$ cat config.mk
export PLATFORM = sky130hd
export DESIGN_NAME = sfrc_control
export DESIGN_NICKNAME = d
export VERILOG_FILES = /design/src/design/sfrc_pkg.sv /design/src/design/sfrc_control.sv
export VERILOG_INCLUDE_DIRS = /design/src /design/src/design
export SDC_FILE = /design/constraint.sdc
export NUM_CORES = 1
export LEC_CHECK = 0
export CORE_MARGIN = 4
export CORE_UTILIZATION = 64
export DETAILED_ROUTE_END_ITERATION = 8
export DONT_BUFFER_PORTS = 1
export PLACE_DENSITY = 0.84
export SYNTH_ARGS = -nofsm -noshare
export SYNTH_HDL_FRONTEND = slang
export SYNTH_SLANG_ARGS = --single-unit
$ cat constraint.sdc
create_clock -name clk -period 2.64 [get_ports clk]
set_clock_uncertainty 0.1 [all_clocks]
set_input_delay 0.132 -clock clk [delete_from_list [all_inputs] [get_ports clk]]
set_output_delay 0.132 -clock clk [all_outputs]
set_load 0.01 [all_outputs]
$ cat src/design/sfrc_params.svh
`ifndef SFRC_PARAMS_SVH
`define SFRC_PARAMS_SVH

// Timebase
`define SFRC_CLK_MHZ        50

// Printed times, in their own units
`define SFRC_T_LATCH_US     210
`define SFRC_T_BROWN_US     270
`define SFRC_T_RISE_US      450
`define SFRC_T_OVL_MS       40

// Cycle counts derived from the printed times (all exact multiples)
`define SFRC_LATCH_CYC      (`SFRC_T_LATCH_US * `SFRC_CLK_MHZ)
`define SFRC_BROWN_CYC      (`SFRC_T_BROWN_US * `SFRC_CLK_MHZ)
`define SFRC_RISE_CYC       (`SFRC_T_RISE_US * `SFRC_CLK_MHZ)
`define SFRC_OVL_CYC        (`SFRC_T_OVL_MS * 1000 * `SFRC_CLK_MHZ)

// Dwell counter width, wide enough for the longest count
`define SFRC_CNT_W          21

// Reset values of the state flags
`define SFRC_BROWN_RST      1'b1
`define SFRC_LATCH_RST      1'b0
`define SFRC_PARITY_RST     1'b0

`endif

$ cat src/design/sfrc_pkg.sv
package sfrc_pkg;

  // Auto restart behaviour; 2'b11 is an illegal code
  typedef enum logic [1:0] {
    AR_NONE = 2'b00,
    AR_ODD  = 2'b01,
    AR_NOSW = 2'b10
  } sfrc_ar_e;

  // Digitised comparator levels from the analog front end
  typedef struct packed {
    logic vccOver;      // Supply above over-voltage trip
    logic tempHot;      // Junction above thermal trip
    logic tempCool;     // Junction dropped by the hysteresis below the trip
    logic lineLatchLow; // Line sense below latch level
    logic lineBrownLow; // Line sense below brownout level
    logic lineRecover;  // Line sense above brownout exit level
    logic fbOver;       // Feedback-burst pin above over-range level
    logic uvloOn;       // Supply lockout released (hysteretic on/off)
    logic refGood;      // Supply above reference-good level
  } sfrc_comp_s;

endpackage : sfrc_pkg

$ cat src/design/sfrc_control.sv
`timescale 1ns/100ps
`default_nettype none
`include "sfrc_params.svh"

// Continuous-condition timer: done once run has held for LIMIT enabled cycles
module sfrc_dwell
  import sfrc_pkg::*;
#(
  parameter int unsigned W     = `SFRC_CNT_W,
  parameter logic [W-1:0] LIMIT = W'(`SFRC_LATCH_CYC)
)
(
  input  wire logic         clk,
  input  wire logic         rstn,
  input  wire logic         clkEn,
  input  wire logic         run,
  output logic              done
);

  logic [W-1:0] cnt_r;

  // Any drop of run restarts the window, so short excursions never finish
  always_ff @(posedge clk or negedge rstn)
  begin
    if (!rstn)
      cnt_r <= '0;
    else if (clkEn)
    begin
      if (!run)
        cnt_r <= '0;
      else if (cnt_r != LIMIT)
        cnt_r <= cnt_r + W'(1);
    end
  end

  assign done = run && (cnt_r == LIMIT);

endmodule : sfrc_dwell

// Summary of operation
// Odd-skip: odd restart cycles have no fault detection and no switching.
// Odd-skip: even cycles detect and switch; return normal only on clean even cycle.
// Non-switching restart: never switch; detect at even cycles, release when fault gone.
// Over-voltage/overload odd-skip; undervoltage normal; over-temperature non-switch; external latch.
// Supply over-voltage comparator high enters odd-skip auto restart.
// Over-temperature enters non-switch restart; leave only after hysteresis cooling.
// Line sense below latch level for full blanking time latches; shorter does not.
// While latched the gate stays off.
// Lockout off stops switching and enables start-up cell; lockout on restarts.
// Shorted optocoupler handled purely through the supply undervoltage path.
// Feedback over-range held for the overload blanking time enters odd-skip.
// Line sense below brownout level for its blanking time enters brownout.
// Brownout clears when line sense rises above exit level.
// Brownout set at power-up, held until reference good and lockout on.
// Brownout stops switching; line sense is re-checked every restart cycle.
// Reference-good loss (supply below 8V) clears the latch.
// Slow line rise, latch level to brownout level, clears the latch.
// Parity starts odd on restart entry, toggles per lockout-on, cleared on release.
module sfrc_control
  import sfrc_pkg::*;
#(
  parameter int unsigned LATCH_CYC = `SFRC_LATCH_CYC,
  parameter int unsigned BROWN_CYC = `SFRC_BROWN_CYC,
  parameter int unsigned RISE_CYC  = `SFRC_RISE_CYC,
  parameter int unsigned OVL_CYC   = `SFRC_OVL_CYC
)
(
  input  wire logic       clk,
  input  wire logic       rstn,
  input  wire logic       clkEn,
  input  wire sfrc_comp_s compIn,
  output logic            gateEn,
  output logic            startupCellEn,
  output logic            faultDetectEn,
  output logic            latched,
  output logic            brownout,
  output sfrc_ar_e        restartMode,
  output logic            oddCycle
);

  sfrc_comp_s compMeta_r;
  sfrc_comp_s cmp_r;
  logic       uvloPrev_r;
  logic       brownout_r;
  logic       latched_r;
  logic       pullSeen_r;
  logic       parity_r;
  sfrc_ar_e   arMode_r;
  logic       latchDone;
  logic       brownDone;
  logic       riseDone;
  logic       ovlDone;
  logic       uvloRise;
  logic       evenOn;

  // Comparator levels are asynchronous to the timebase: two-stage synchroniser
  always_ff @(posedge clk or negedge rstn)
  begin
    if (!rstn)
    begin
      compMeta_r <= '0;
      cmp_r      <= '0;
    end
    else if (clkEn)
    begin
      compMeta_r <= compIn;
      cmp_r      <= compMeta_r;
    end
  end

  // Lockout edge, used to count restart cycles
  always_ff @(posedge clk or negedge rstn)
  begin
    if (!rstn)
      uvloPrev_r <= 1'b0;
    else if (clkEn)
      uvloPrev_r <= cmp_r.uvloOn;
  end

  assign uvloRise = cmp_r.uvloOn && !uvloPrev_r;
  assign evenOn   = cmp_r.uvloOn && !parity_r;

  // External latch blanking; shorter pull-downs restart the window
  sfrc_dwell #(.W(`SFRC_CNT_W), .LIMIT(`SFRC_CNT_W'(LATCH_CYC))) u_latch_dwell (
    .clk   (clk),
    .rstn  (rstn),
    .clkEn (clkEn),
    .run   (cmp_r.refGood && cmp_r.lineLatchLow),
    .done  (latchDone)
  );

  // Brownout blanking; only runs once the reference is good
  sfrc_dwell #(.W(`SFRC_CNT_W), .LIMIT(`SFRC_CNT_W'(BROWN_CYC))) u_brown_dwell (
    .clk   (clk),
    .rstn  (rstn),
    .clkEn (clkEn),
    .run   (cmp_r.refGood && cmp_r.lineBrownLow),
    .done  (brownDone)
  );

  // Slow rise between the two line levels after a pull-down
  sfrc_dwell #(.W(`SFRC_CNT_W), .LIMIT(`SFRC_CNT_W'(RISE_CYC))) u_rise_dwell (
    .clk   (clk),
    .rstn  (rstn),
    .clkEn (clkEn),
    .run   (pullSeen_r && !cmp_r.lineLatchLow && cmp_r.lineBrownLow),
    .done  (riseDone)
  );

  // Overload / open loop blanking, counted only while faults are being looked at
  sfrc_dwell #(.W(`SFRC_CNT_W), .LIMIT(`SFRC_CNT_W'(OVL_CYC))) u_ovl_dwell (
    .clk   (clk),
    .rstn  (rstn),
    .clkEn (clkEn),
    .run   (faultDetectEn && (arMode_r == AR_NONE) && cmp_r.fbOver),
    .done  (ovlDone)
  );

  // Pull-down seen: armed below latch level, dropped once the pin clears 1V
  always_ff @(posedge clk or negedge rstn)
  begin
    if (!rstn)
      pullSeen_r <= 1'b0;
    else if (clkEn)
    begin
      if (cmp_r.lineLatchLow)
        pullSeen_r <= 1'b1;
      else if (!cmp_r.lineBrownLow || riseDone)
        pullSeen_r <= 1'b0;
    end
  end

  // Latch; reference-loss clear wins over set, and set and slow-rise clear cannot coincide
  always_ff @(posedge clk or negedge rstn)
  begin
    if (!rstn)
      latched_r <= `SFRC_LATCH_RST;
    else if (clkEn)
    begin
      if (!cmp_r.refGood)
        latched_r <= 1'b0;
      else if (latchDone)
        latched_r <= 1'b1;
      else if (riseDone)
        latched_r <= 1'b0;
    end
  end

  // Brownout flag; held set through lockout so every restart cycle re-checks the line
  always_ff @(posedge clk or negedge rstn)
  begin
    if (!rstn)
      brownout_r <= `SFRC_BROWN_RST;
    else if (clkEn)
    begin
      if (!cmp_r.refGood || !cmp_r.uvloOn)
        brownout_r <= 1'b1;
      else if (brownDone)
        brownout_r <= 1'b1;
      else if (cmp_r.lineRecover)
        brownout_r <= 1'b0;
    end
  end

  // Restart mode and cycle parity; thermal outranks over-voltage and overload
  always_ff @(posedge clk or negedge rstn)
  begin
    if (!rstn)
    begin
      arMode_r <= AR_NONE;
      parity_r <= `SFRC_PARITY_RST;
    end
    else if (clkEn)
    begin
      if (!cmp_r.refGood)
      begin
        arMode_r <= AR_NONE;
        parity_r <= 1'b0;
      end
      else
      begin
        unique case (arMode_r)
          AR_NONE:
          begin
            if (faultDetectEn && cmp_r.tempHot)
            begin
              arMode_r <= AR_NOSW;
              parity_r <= 1'b1;
            end
            else if (faultDetectEn && (cmp_r.vccOver || ovlDone))
            begin
              arMode_r <= AR_ODD;
              parity_r <= 1'b1;
            end
          end
          AR_ODD:
          begin
            if (uvloRise)
              parity_r <= !parity_r;
            else if (evenOn && cmp_r.tempHot)
            begin
              arMode_r <= AR_NOSW;
              parity_r <= 1'b1;
            end
            else if (evenOn && !cmp_r.vccOver && !cmp_r.fbOver)
            begin
              arMode_r <= AR_NONE;
              parity_r <= 1'b0;
            end
          end
          AR_NOSW:
          begin
            if (uvloRise)
              parity_r <= !parity_r;
            else if (evenOn && cmp_r.tempCool)
            begin
              arMode_r <= AR_NONE;
              parity_r <= 1'b0;
            end
          end
          default:
          begin
            arMode_r <= AR_NONE;
            parity_r <= 1'b0;
          end
        endcase
      end
    end
  end

  // Detection is blind in odd cycles and whenever the supply is locked out
  assign faultDetectEn = cmp_r.uvloOn && !latched_r && !brownout_r
                         && ((arMode_r == AR_NONE) || !parity_r);

  // Gate drive: normal run, or soft start in an even odd-skip cycle
  assign gateEn = cmp_r.uvloOn && !latched_r && !brownout_r
                  && ((arMode_r == AR_NONE) || ((arMode_r == AR_ODD) && !parity_r));

  // Start-up cell charges the supply whenever lockout is off; a shorted opto lands here
  assign startupCellEn = !cmp_r.uvloOn;
  assign latched       = latched_r;
  assign brownout      = brownout_r;
  assign restartMode   = arMode_r;
  assign oddCycle      = parity_r;
endmodule : sfrc_control

`default_nettype wire

==> impl_metrics.tcl, run 1 <==
set metrics [dict create \
    peakVddDrop_mv 0.4670 \
    initial_utilization_pct 65.22 \
    drtPass1Iterations 4 \
    relSlewSlack_pct 59.63 \
    final_util_pct 70.78 \
    synth_top_area_share_pct 47.75 \
    die-width_um 102.0 \
    synth_ff_type "dfrtp_1" \
    ys_warn_count 0 \
    tightest_slew_ps 590.3 \
    die_area_um2 10410 \
    hp-class "in2async" \
    crit_arrival_ps 2570 \
    grt_pass1_wl_um 20060 \
    yosys-top-cells-area "dfrtp_1 48%, xor2_1 5.1%, nor2_1 3.8%, o21ai_0 3.3%, mux2_2 3.2%" \
    hpwl_um 7823 \
    multi_input_area_um2 2775 \
    drive_gt1_share_pct 8.760 \
    synth_area_leader_cell "dfrtp_1" \
    vias_per_cell 6.309 \
    max_freq_mhz 423.1 \
    rrSetupSlack_ps 280 \
    synth_mux_area_share_pct 3.802 \
    grt_pass1_vias 4234 \
    cp_data_required_time_ps 2850 \
    cts_setup_buffers 0 \
    cts_max_level 3 \
    seqCellArea_um2 2729 \
    cts_made_buffers 9 \
    reg2reg_from "u_brown_dwell.cnt_r[11]" \
    ys_ff_latch 109 \
    cts_root_buf "clkbuf_8" \
    hold_viol 109 \
    core_area_um2 8678 \
    grt_overflow 0 \
    antenna_found_initial 0 \
    synth-simple-area-share_pct 23.59 \
    critical_path_class "reg2reg" \
    synth_compound_area_share_pct 12.36 \
    clkTransAtPathRegs_ps 110 \
    min_period_ps 2363 \
    crit_fanout 8 \
    rsz0062_at_grt "false" \
    rows 34 \
    fin_tns_setup_ps 0 \
    ff2ff_path_depth 6 \
    syn-num-nets 604 \
    synth_enable_flop_cells 0 \
    area_delta_synth_final_pct 8.510 \
    synth_top_family_by_area "simple AND/OR/NAND/NOR gates" \
    power.density_nw_per_um2 520.0 \
    fin_hold_ws_ps -662.9 \
    portBuffers 0 \
    numClockSinks 109 \
    drt-initial-drc-count 193 \
    clock_latency_ps 380 \
    drv_slew 0 \
    crit_path_end_kind "flop" \
    p_leak_uw 0.002582 \
    grt_usage_pct 24.18 \
    via_count 4498 \
    synth_most_common_cell "dfrtp_1" \
    synth_common_cells "108 x dfrtp_1, 58 x nor2_1, 39 x nand2_1" \
    drc 0 \
    num_io_pins 20 \
    worstReg2RegEnd "u_brown_dwell.cnt_r[9]" \
    yosys.area_share.adder_pct 1.768 \
    synthDistinctLibCells 50 \
    post_drt_wl_per_cell_um 16.83 \
    synth_area_um2 5660 \
    critPathLaunchType "flop" \
    cts_buffer_depth 2 \
    violations "negative hold slack" \
    synth.avg_cell_area_um2 9.693 \
    status "complete, but fails checks" \
    grt_max_degree 110 \
    die_h_um 102.0 \
    ant_nets 0 \
    routed_wl_um 12000 \
    fin_nets 620 \
    cts_tree "done" \
    synthCells 584 \
    yosysSeqAreaShare_pct 48.21 \
    n_antenna_cell 0 \
    async_flop_share_pct 100.0 \
    gp_congestion 0.8363 \
    fillers 650 \
    ctsHoldBuffers 12 \
    setup_violations 0 \
    maxCapViolCount 0 \
    finalCritPeriodShare_pct 89.52 \
    synth-xor-area-share_pct 7.427 \
]
metrics by stage:
stage / cell area, um^2 / total power, uW / hold slack (ps) / setup slack (ps) / cells
3_5_place_dp: 5814 / 2189 / -259.3 / 161.3 / 685
4_1_cts: 6137 / 3205 / -676.4 / 180.3 / 713
3_3_place_gp: 5814 / 2163 / -259.2 / 356.2 / 685
5_1_grt: 6142 / 3335 / -690.1 / 81.78 / 713
2_1_floorplan: 5660 / 2089 / -263.6 / 356.9 / 584
6_report: 6142 / 3194 / -662.9 / 276.7 / 713
layout by cell type (no fill, tap or decap), types with 11 or more instances in the layout:
| master | count |
|---|---|
| dfrtp_1 | 108 |
| nor2_1 | 58 |
| nand2_1 | 39 |
| o21ai_0 | 37 |
| xor2_1 | 33 |
| a21oi_1 | 32 |
| nand3_1 | 30 |
| and3_1 | 21 |
| inv_1 | 21 |
| nand4_1 | 19 |
| or3_1 | 19 |
| mux2_2 | 16 |
| xnor2_1 | 15 |
| buf_4 | 13 |
| o211ai_1 | 11 |
| dlygate4sd3_1 | 11 |
metal layers:
metal / routed length, um / vias to the layer above / part of all wire [%] / global-route usage, %
met3: 580 / 15 / 4.8 / 5.188
met1: 5357 / 2231 / 45 / 33.47
met5: 0 / - / 0 / 0
met4: 192 / 0 / 1.6 / 8.073
met2: 5866 / 106 / 49 / 38.28
li1: - / 2146 / - / -
area by class of cell:
class | instances | share of cell area, %
inverters | 22 | 1.344
clock buffers | 10 | 2.078
flip-flops and latches | 109 | 44.43
clock inverters | 6 | 1.059
well taps | 108 | 2.200
repair buffers | 25 | 3.707
multi-input cells | 433 | 45.18
state kept, by name, summed over array words and instances (netlist names):
| name | flops |
|---|---|
| compMeta_r | 9 |
| uvloPrev_r | 1 |
| cmp_r | 9 |
| u_rise_dwell.cnt_r | 21 |
| brownout | 1 |
| restartMode | 2 |
| latched | 1 |
| oddCycle | 1 |
| u_brown_dwell.cnt_r | 21 |
| u_latch_dwell.cnt_r | 21 |
| u_ovl_dwell.cnt_r | 21 |
| pullSeen_r | 1 |
cell families (layout without fill, tap and decap cells):
family / after synthesis / count (layout)
and+or+nand+nor: 246 / 246
muxes: 19 / 19
xor gates and xnor gates: 48 / 48
buffers and inverters: 42 / 63
adders and majority gates: 8 / 8
DFF: 109 / 109
AOI/OAI and AO/OA: 112 / 112
critical path, cell delays in order, from the launching register on:
cell and delay (ps):
dfrtp_1 470, or4_1 480, or4_1 480, buf_4 200, o211ai_2 280, o21ai_0 140
a21oi_1 140
power breakdown:
group / internal, uW / switching (uW)
sequential: 1740 / 104
combinational: 157 / 197
clock: 374 / 624
worst max path at each step:
stage                                  startpoint                 endpoint  slack (ps)  cells after the start
after CTS                                 latched           restartMode[0]         180                      5
final                     u_brown_dwell.cnt_r[11]   u_brown_dwell.cnt_r[9]         280                      6
after floorplan           u_brown_dwell.cnt_r[16]  u_brown_dwell.cnt_r[17]         360                      6
after detailed placement                  latched           restartMode[1]         160                      5
after global routing                     brownout           restartMode[0]          80                      5
after global placement    u_brown_dwell.cnt_r[16]  u_brown_dwell.cnt_r[17]         360                      5
repair_timing:
action                     CTS  global route
resized for setup            0             1
setup endpoints to repair    0             2
hold endpoints to repair   155           109
Power figures use the tool's default switching activity.
==> inputs of run 2 (changes only) <==
--- a/config.mk
+++ b/config.mk
@@ -6,11 +6,12 @@
 export SDC_FILE = /design/constraint.sdc
 export NUM_CORES = 1
 export LEC_CHECK = 0
+export ABC_AREA = 1
 export CORE_MARGIN = 4
-export CORE_UTILIZATION = 64
+export CORE_UTILIZATION = 65
 export DETAILED_ROUTE_END_ITERATION = 8
 export DONT_BUFFER_PORTS = 1
-export PLACE_DENSITY = 0.84
+export PLACE_DENSITY = 0.85
 export SYNTH_ARGS = -nofsm -noshare
 export SYNTH_HDL_FRONTEND = slang
 export SYNTH_SLANG_ARGS = --single-unit
==> impl_metrics.tcl, run 2 <==
set metrics [dict create \
    status "complete, but fails checks" \
    violations "negative hold slack" \
    via_count 6211 \
    rsz0062_at_grt "false" \
    ctsResizeCount 0 \
    syn-num-nets 981 \
    numClockSinks 109 \
    area_delta_synth_final_pct 5.195 \
    critPathLaunchType "flop" \
    die_h_um 111.1 \
    synthDistinctLibCells 41 \
    worstPathCellList "inv_1, ha_1, nand4_1, nor2_1, nand3_1, nand2_1, inv_2, nand2_1, nand2_1, nor2_1" \
    critical_path_class "reg2reg" \
    rrSetupSlack_ps 440 \
    grt_max_degree 110 \
    fillers 888 \
    clock_latency_ps 390 \
    async_flop_share_pct 100.0 \
    max_freq_mhz 454.3 \
    yosysSeqAreaShare_pct 39.48 \
    cts_setup_buffers 0 \
    fin_tns_setup_ps 0 \
    crit_fanout 33 \
    cts_max_level 3 \
    portBuffers 0 \
    num_io_pins 20 \
    most-common-layout-cells "280 x nand2_1, 108 x dfrtp_1, 98 x inv_1" \
    drive_gt1_share_pct 8.497 \
    final_util_pct 70.44 \
    drv_slew 0 \
    worst_path_max_delay_cell "dfrtp_1" \
    tightest_slew_ps 561.2 \
    layout_commonest_cell "nand2_1" \
    grt_pass1_wl_um 27210 \
    synth_area_um2 6913 \
    vias_per_cell 5.641 \
    hp-class "in2async" \
    post_drt_wl_per_cell_um 13.82 \
    drt-initial-drc-count 525 \
    cts_made_buffers 9 \
    grt_overflow 0 \
    antenna_found_initial 0 \
    finalCritPeriodShare_pct 83.38 \
    synth_top_area_share_pct 39.10 \
    synth_area_leader_cell "dfrtp_1" \
    ant_nets 0 \
    setup_violations 0 \
    maxCapViolCount 0 \
    fin_nets 981 \
    peakVddDrop_mv 0.4332 \
    clkTransAtPathRegs_ps 100 \
    synth_enable_flop_cells 0 \
    p_leak_uw 0.003076 \
    synth_common_cells "280 x nand2_1, 108 x dfrtp_1, 98 x inv_1" \
    cts_root_buf "clkbuf_8" \
    drtPass1Iterations 6 \
    ff2ff_path_depth 10 \
    hpwl_um 10640 \
    cts_tree "done" \
    routed_wl_um 15220 \
    synth.avg_cell_area_um2 7.193 \
    crit_path_end_kind "flop" \
    critPathMostFrequentCell "nand2_1" \
    power.density_nw_per_um2 428.6 \
    yosys-top-cells-area "dfrtp_1 39%, nand2_1 15%, nand3_1 5.5%, inv_1 5.3%, nor2_1 4.9%" \
    cp_slowest_stage_delay_ps 440 \
    core_area_um2 10320 \
    rows 37 \
    ys_warn_count 0 \
    crit_buf_inv 2 \
    cp_data_required_time_ps 2830 \
    grt_usage_pct 26.20 \
    cts_buffer_depth 2 \
    gp_congestion 0.9774 \
    ys_ff_latch 109 \
    fin_hold_ws_ps -680.3 \
    relSlewSlack_pct 62.55 \
    ctsHoldBuffers 12 \
    synth_most_common_cell "nand2_1" \
    initial_utilization_pct 66.96 \
    grt_pass1_vias 5897 \
    hold_viol 109 \
    n_antenna_cell 0 \
    crit_arrival_ps 2390 \
    die-width_um 111.1 \
    synth_ff_type "dfrtp_1" \
    die_area_um2 12350 \
    cp_num_cells 10 \
    min_period_ps 2201 \
    drc 0 \
    crit_family "simple AND/OR/NAND/NOR gates" \
    synthCells 961 \
]
[run 2: cells by family (layout without fill, tap and decap cells)]
family	after synthesis	in the layout	share of synthesized area [%]
fa+ha+maj	8	8	1.448
simple gates	579	579	39.11
compound gates	108	108	9.050
buf+inv	137	141	8.380
xor+xnor	20	20	2.534
flops	109	109	39.48
[run 2: worst paths after layout]
kind                                            to                   start
max reg2reg                 u_latch_dwell.cnt_r[3]  u_latch_dwell.cnt_r[0]
min in group clk           u_latch_dwell.cnt_r[13]                   clkEn
max                         u_latch_dwell.cnt_r[3]  u_latch_dwell.cnt_r[0]
min                        u_latch_dwell.cnt_r[17]                    rstn
max in group asynchronous                 brownout                    rstn
min reg2reg                          compMeta_r[4]           compMeta_r[4]
[run 2: per-layer routing]
layer / track usage [%] / share of wire (%) / vias up
met1: 36.24 / 48 / 2887
li1: - / - / 3136
met4: 8.110 / 1.5 / 0
met3: 6.441 / 5.6 / 22
met2: 40.94 / 45 / 166
met5: 0 / 0 / -
[run 2: power by group]
part           leakage (uW)  total, uW  switching (uW)  internal [uW]
logic               0.00150        286             199           87.2
registers           0.00148       1780            61.4           1720
clock network     0.0000948       1050             589            461
[run 2: through the flow]
stage | instance area, um^2 | power, uW | worst slack [ps] | cells
final | 7272 | 3117 | 438.9 | 1101
after CTS | 7272 | 3142 | 442.1 | 1101
after floorplan | 6913 | 2027 | 937.7 | 961
after global routing | 7272 | 3265 | 199.3 | 1101
after detailed placement | 6945 | 2070 | 463.1 | 1074
after global placement | 6945 | 2064 | 534.4 | 1074
[run 2: worst reg2reg max path, stage by stage (launching register included)]
cell and delay (ps):
dfrtp_1 440, inv_1 130, ha_1 230, nand4_1 100, nor2_1 50, nand3_1 110
nand2_1 210, inv_2 420, nand2_1 160, nand2_1 100, nor2_1 40
[run 2: final cells by class]
| class | instances | area [um^2] | share of cell area [%] |
|---|---|---|---|
| Clock buffer | 10 | 137.6 | 1.893 |
| Multi-Input combinational cell | 715 | 3605 | 49.57 |
| Tap cell | 136 | 170.2 | 2.340 |
| Inverter | 111 | 419.2 | 5.764 |
| Sequential cell | 109 | 2729 | 37.53 |
| Clock inverter | 5 | 58.81 | 0.8087 |
| Timing Repair Buffer | 15 | 152.6 | 2.099 |
==> inputs of run 3 (changes only) <==
--- a/config.mk
+++ b/config.mk
@@ -8,10 +8,10 @@
 export LEC_CHECK = 0
 export ABC_AREA = 1
 export CORE_MARGIN = 4
-export CORE_UTILIZATION = 65
+export CORE_UTILIZATION = 58
 export DETAILED_ROUTE_END_ITERATION = 8
 export DONT_BUFFER_PORTS = 1
-export PLACE_DENSITY = 0.85
+export PLACE_DENSITY = 0.8
 export SYNTH_ARGS = -nofsm -noshare
 export SYNTH_HDL_FRONTEND = slang
 export SYNTH_SLANG_ARGS = --single-unit
==> constraint.sdc (replaced) <==
create_clock -name clk -period 1.94 [get_ports clk]
set_clock_uncertainty 0.1 [all_clocks]
set_input_delay 0.097 -clock clk [delete_from_list [all_inputs] [get_ports clk]]
set_output_delay 0.097 -clock clk [all_outputs]
set_load 0.01 [all_outputs]
==> impl_metrics.tcl, run 3 (synthesis gave the netlist of run 2 again) <==
set metrics [dict create \
    status "complete, but fails checks" \
    violations "negative hold slack" \
    cp_data_required_time_ps 2130 \
    numClockSinks 109 \
    crit_path_end_kind "flop" \
    clock_latency_ps 360 \
    grt_max_degree 110 \
    hold_viol 109 \
    maxCapViolCount 0 \
    fin_tns_setup_ps 0 \
    most-common-layout-cells "279 x nand2_1, 103 x dfrtp_1, 93 x inv_1" \
    cts_buffer_depth 2 \
    crit_fanout 33 \
    ant_nets 0 \
    setup_violations 0 \
    fin_hold_ws_ps -672.3 \
    grt_pass1_wl_um 28260 \
    ctsHoldBuffers 16 \
    cts_made_buffers 9 \
    num_io_pins 20 \
    drive_gt1_share_pct 11.98 \
    power_uw 4713 \
    critical_path_class "reg2reg" \
    grt_pass1_vias 5951 \
    n_antenna_cell 0 \
    p_leak_uw 0.003248 \
    cts_tree "done" \
    peakVddDrop_mv 0.7058 \
    hp-class "in2async" \
    portBuffers 0 \
    via_count 6410 \
    drt-initial-drc-count 705 \
    grt_overflow 0 \
    core_area_um2 11560 \
    die_h_um 117.2 \
    initial_utilization_pct 59.77 \
    final_area_um2 7610 \
    layout_commonest_cell "nand2_1" \
    grt_usage_pct 25.67 \
    hpwl_um 11160 \
    fin_nets 1008 \
    dpl_worst_slack_ps 21.74 \
    critPathLaunchType "flop" \
    drc 0 \
    min_period_ps 1791 \
    post_drt_wl_per_cell_um 14.30 \
    rows 39 \
    die-width_um 117.2 \
    finalCritPeriodShare_pct 92.32 \
    area_delta_synth_final_pct 10.08 \
    crit_arrival_ps 1990 \
    vias_per_cell 5.643 \
    power.density_nw_per_um2 619.3 \
    cts_root_buf "clkbuf_16" \
    cts_max_level 3 \
    gp_congestion 0.9349 \
    die_area_um2 13730 \
    routed_wl_um 16250 \
    drtPass1Iterations 5 \
    layout_setup_ws_ps 149.0 \
    relSlewSlack_pct 68.25 \
    placed_cell_area_um2 7119 \
    clkTransAtPathRegs_ps 70 \
    antenna_found_initial 0 \
    max_freq_mhz 558.4 \
    drv_slew 0 \
    tightest_slew_ps 475.7 \
]
[run 3: worst paths after layout]
path / end / startpoint / slack [ps] / cells past startpoint
setup reg to reg: u_latch_dwell.cnt_r[7] / u_latch_dwell.cnt_r[1] / 150 / 10
hold / removal: u_latch_dwell.cnt_r[0] / rstn / -670 / 0
min in group clk: u_latch_dwell.cnt_r[4] / clkEn / 20 / 4
setup / recovery: u_latch_dwell.cnt_r[7] / u_latch_dwell.cnt_r[1] / 150 / 10
max in group asynchronous: brownout / rstn / 2180 / 0
hold reg to reg: compMeta_r[4] / compMeta_r[4] / 380 / 2
[run 3: layout make-up]
cell class              instances  area, um^2
multi-input cells             715        3610
well taps                     143       178.9
fillers                      1037        3955
flip-flops and latches        109        2735
repair buffers                 42       366.6
clock buffers                   9       225.2
clock inverters                 7       65.06
inverters                     111       429.2
[run 3: routing by layer]
layer	GRT usage, %	up-vias	routed length [um]
met5	0	-	0
met4	6.728	0	279
met3	5.707	31	1007
met2	41.44	213	7567
met1	35.20	2946	7393
li1	-	3220	-
[run 3: critical path, stage by stage (launching register included)]
cell and delay, ps:
dfrtp_1 400, inv_2 90, ha_1 160, nand4_1 180, nor2_1 150, nand3_1 120, nand2_2 140, inv_6 110
nand2_1 120, nand2_1 60, nor2_1 80
[run 3: power breakdown]
group | switching (uW) | internal (uW)
clock network | 934 | 907
registers | 69.6 | 2340
logic | 307 | 156
[run 3: per-stage QoR]
step	cells	util, %
floorplan	961	-
finish	1136	65.80
global route	1136	65.80
global placement	1103	61.56
CTS	1135	65.54
detailed placement	1103	61.56
[run 3: what timing repair did]
item                                    in CTS  in global routing
resized for setup                            0                 19
endpoints found under the hold margin      142                109
endpoints found under the setup margin       0                 45
buffers inserted                             0                  2
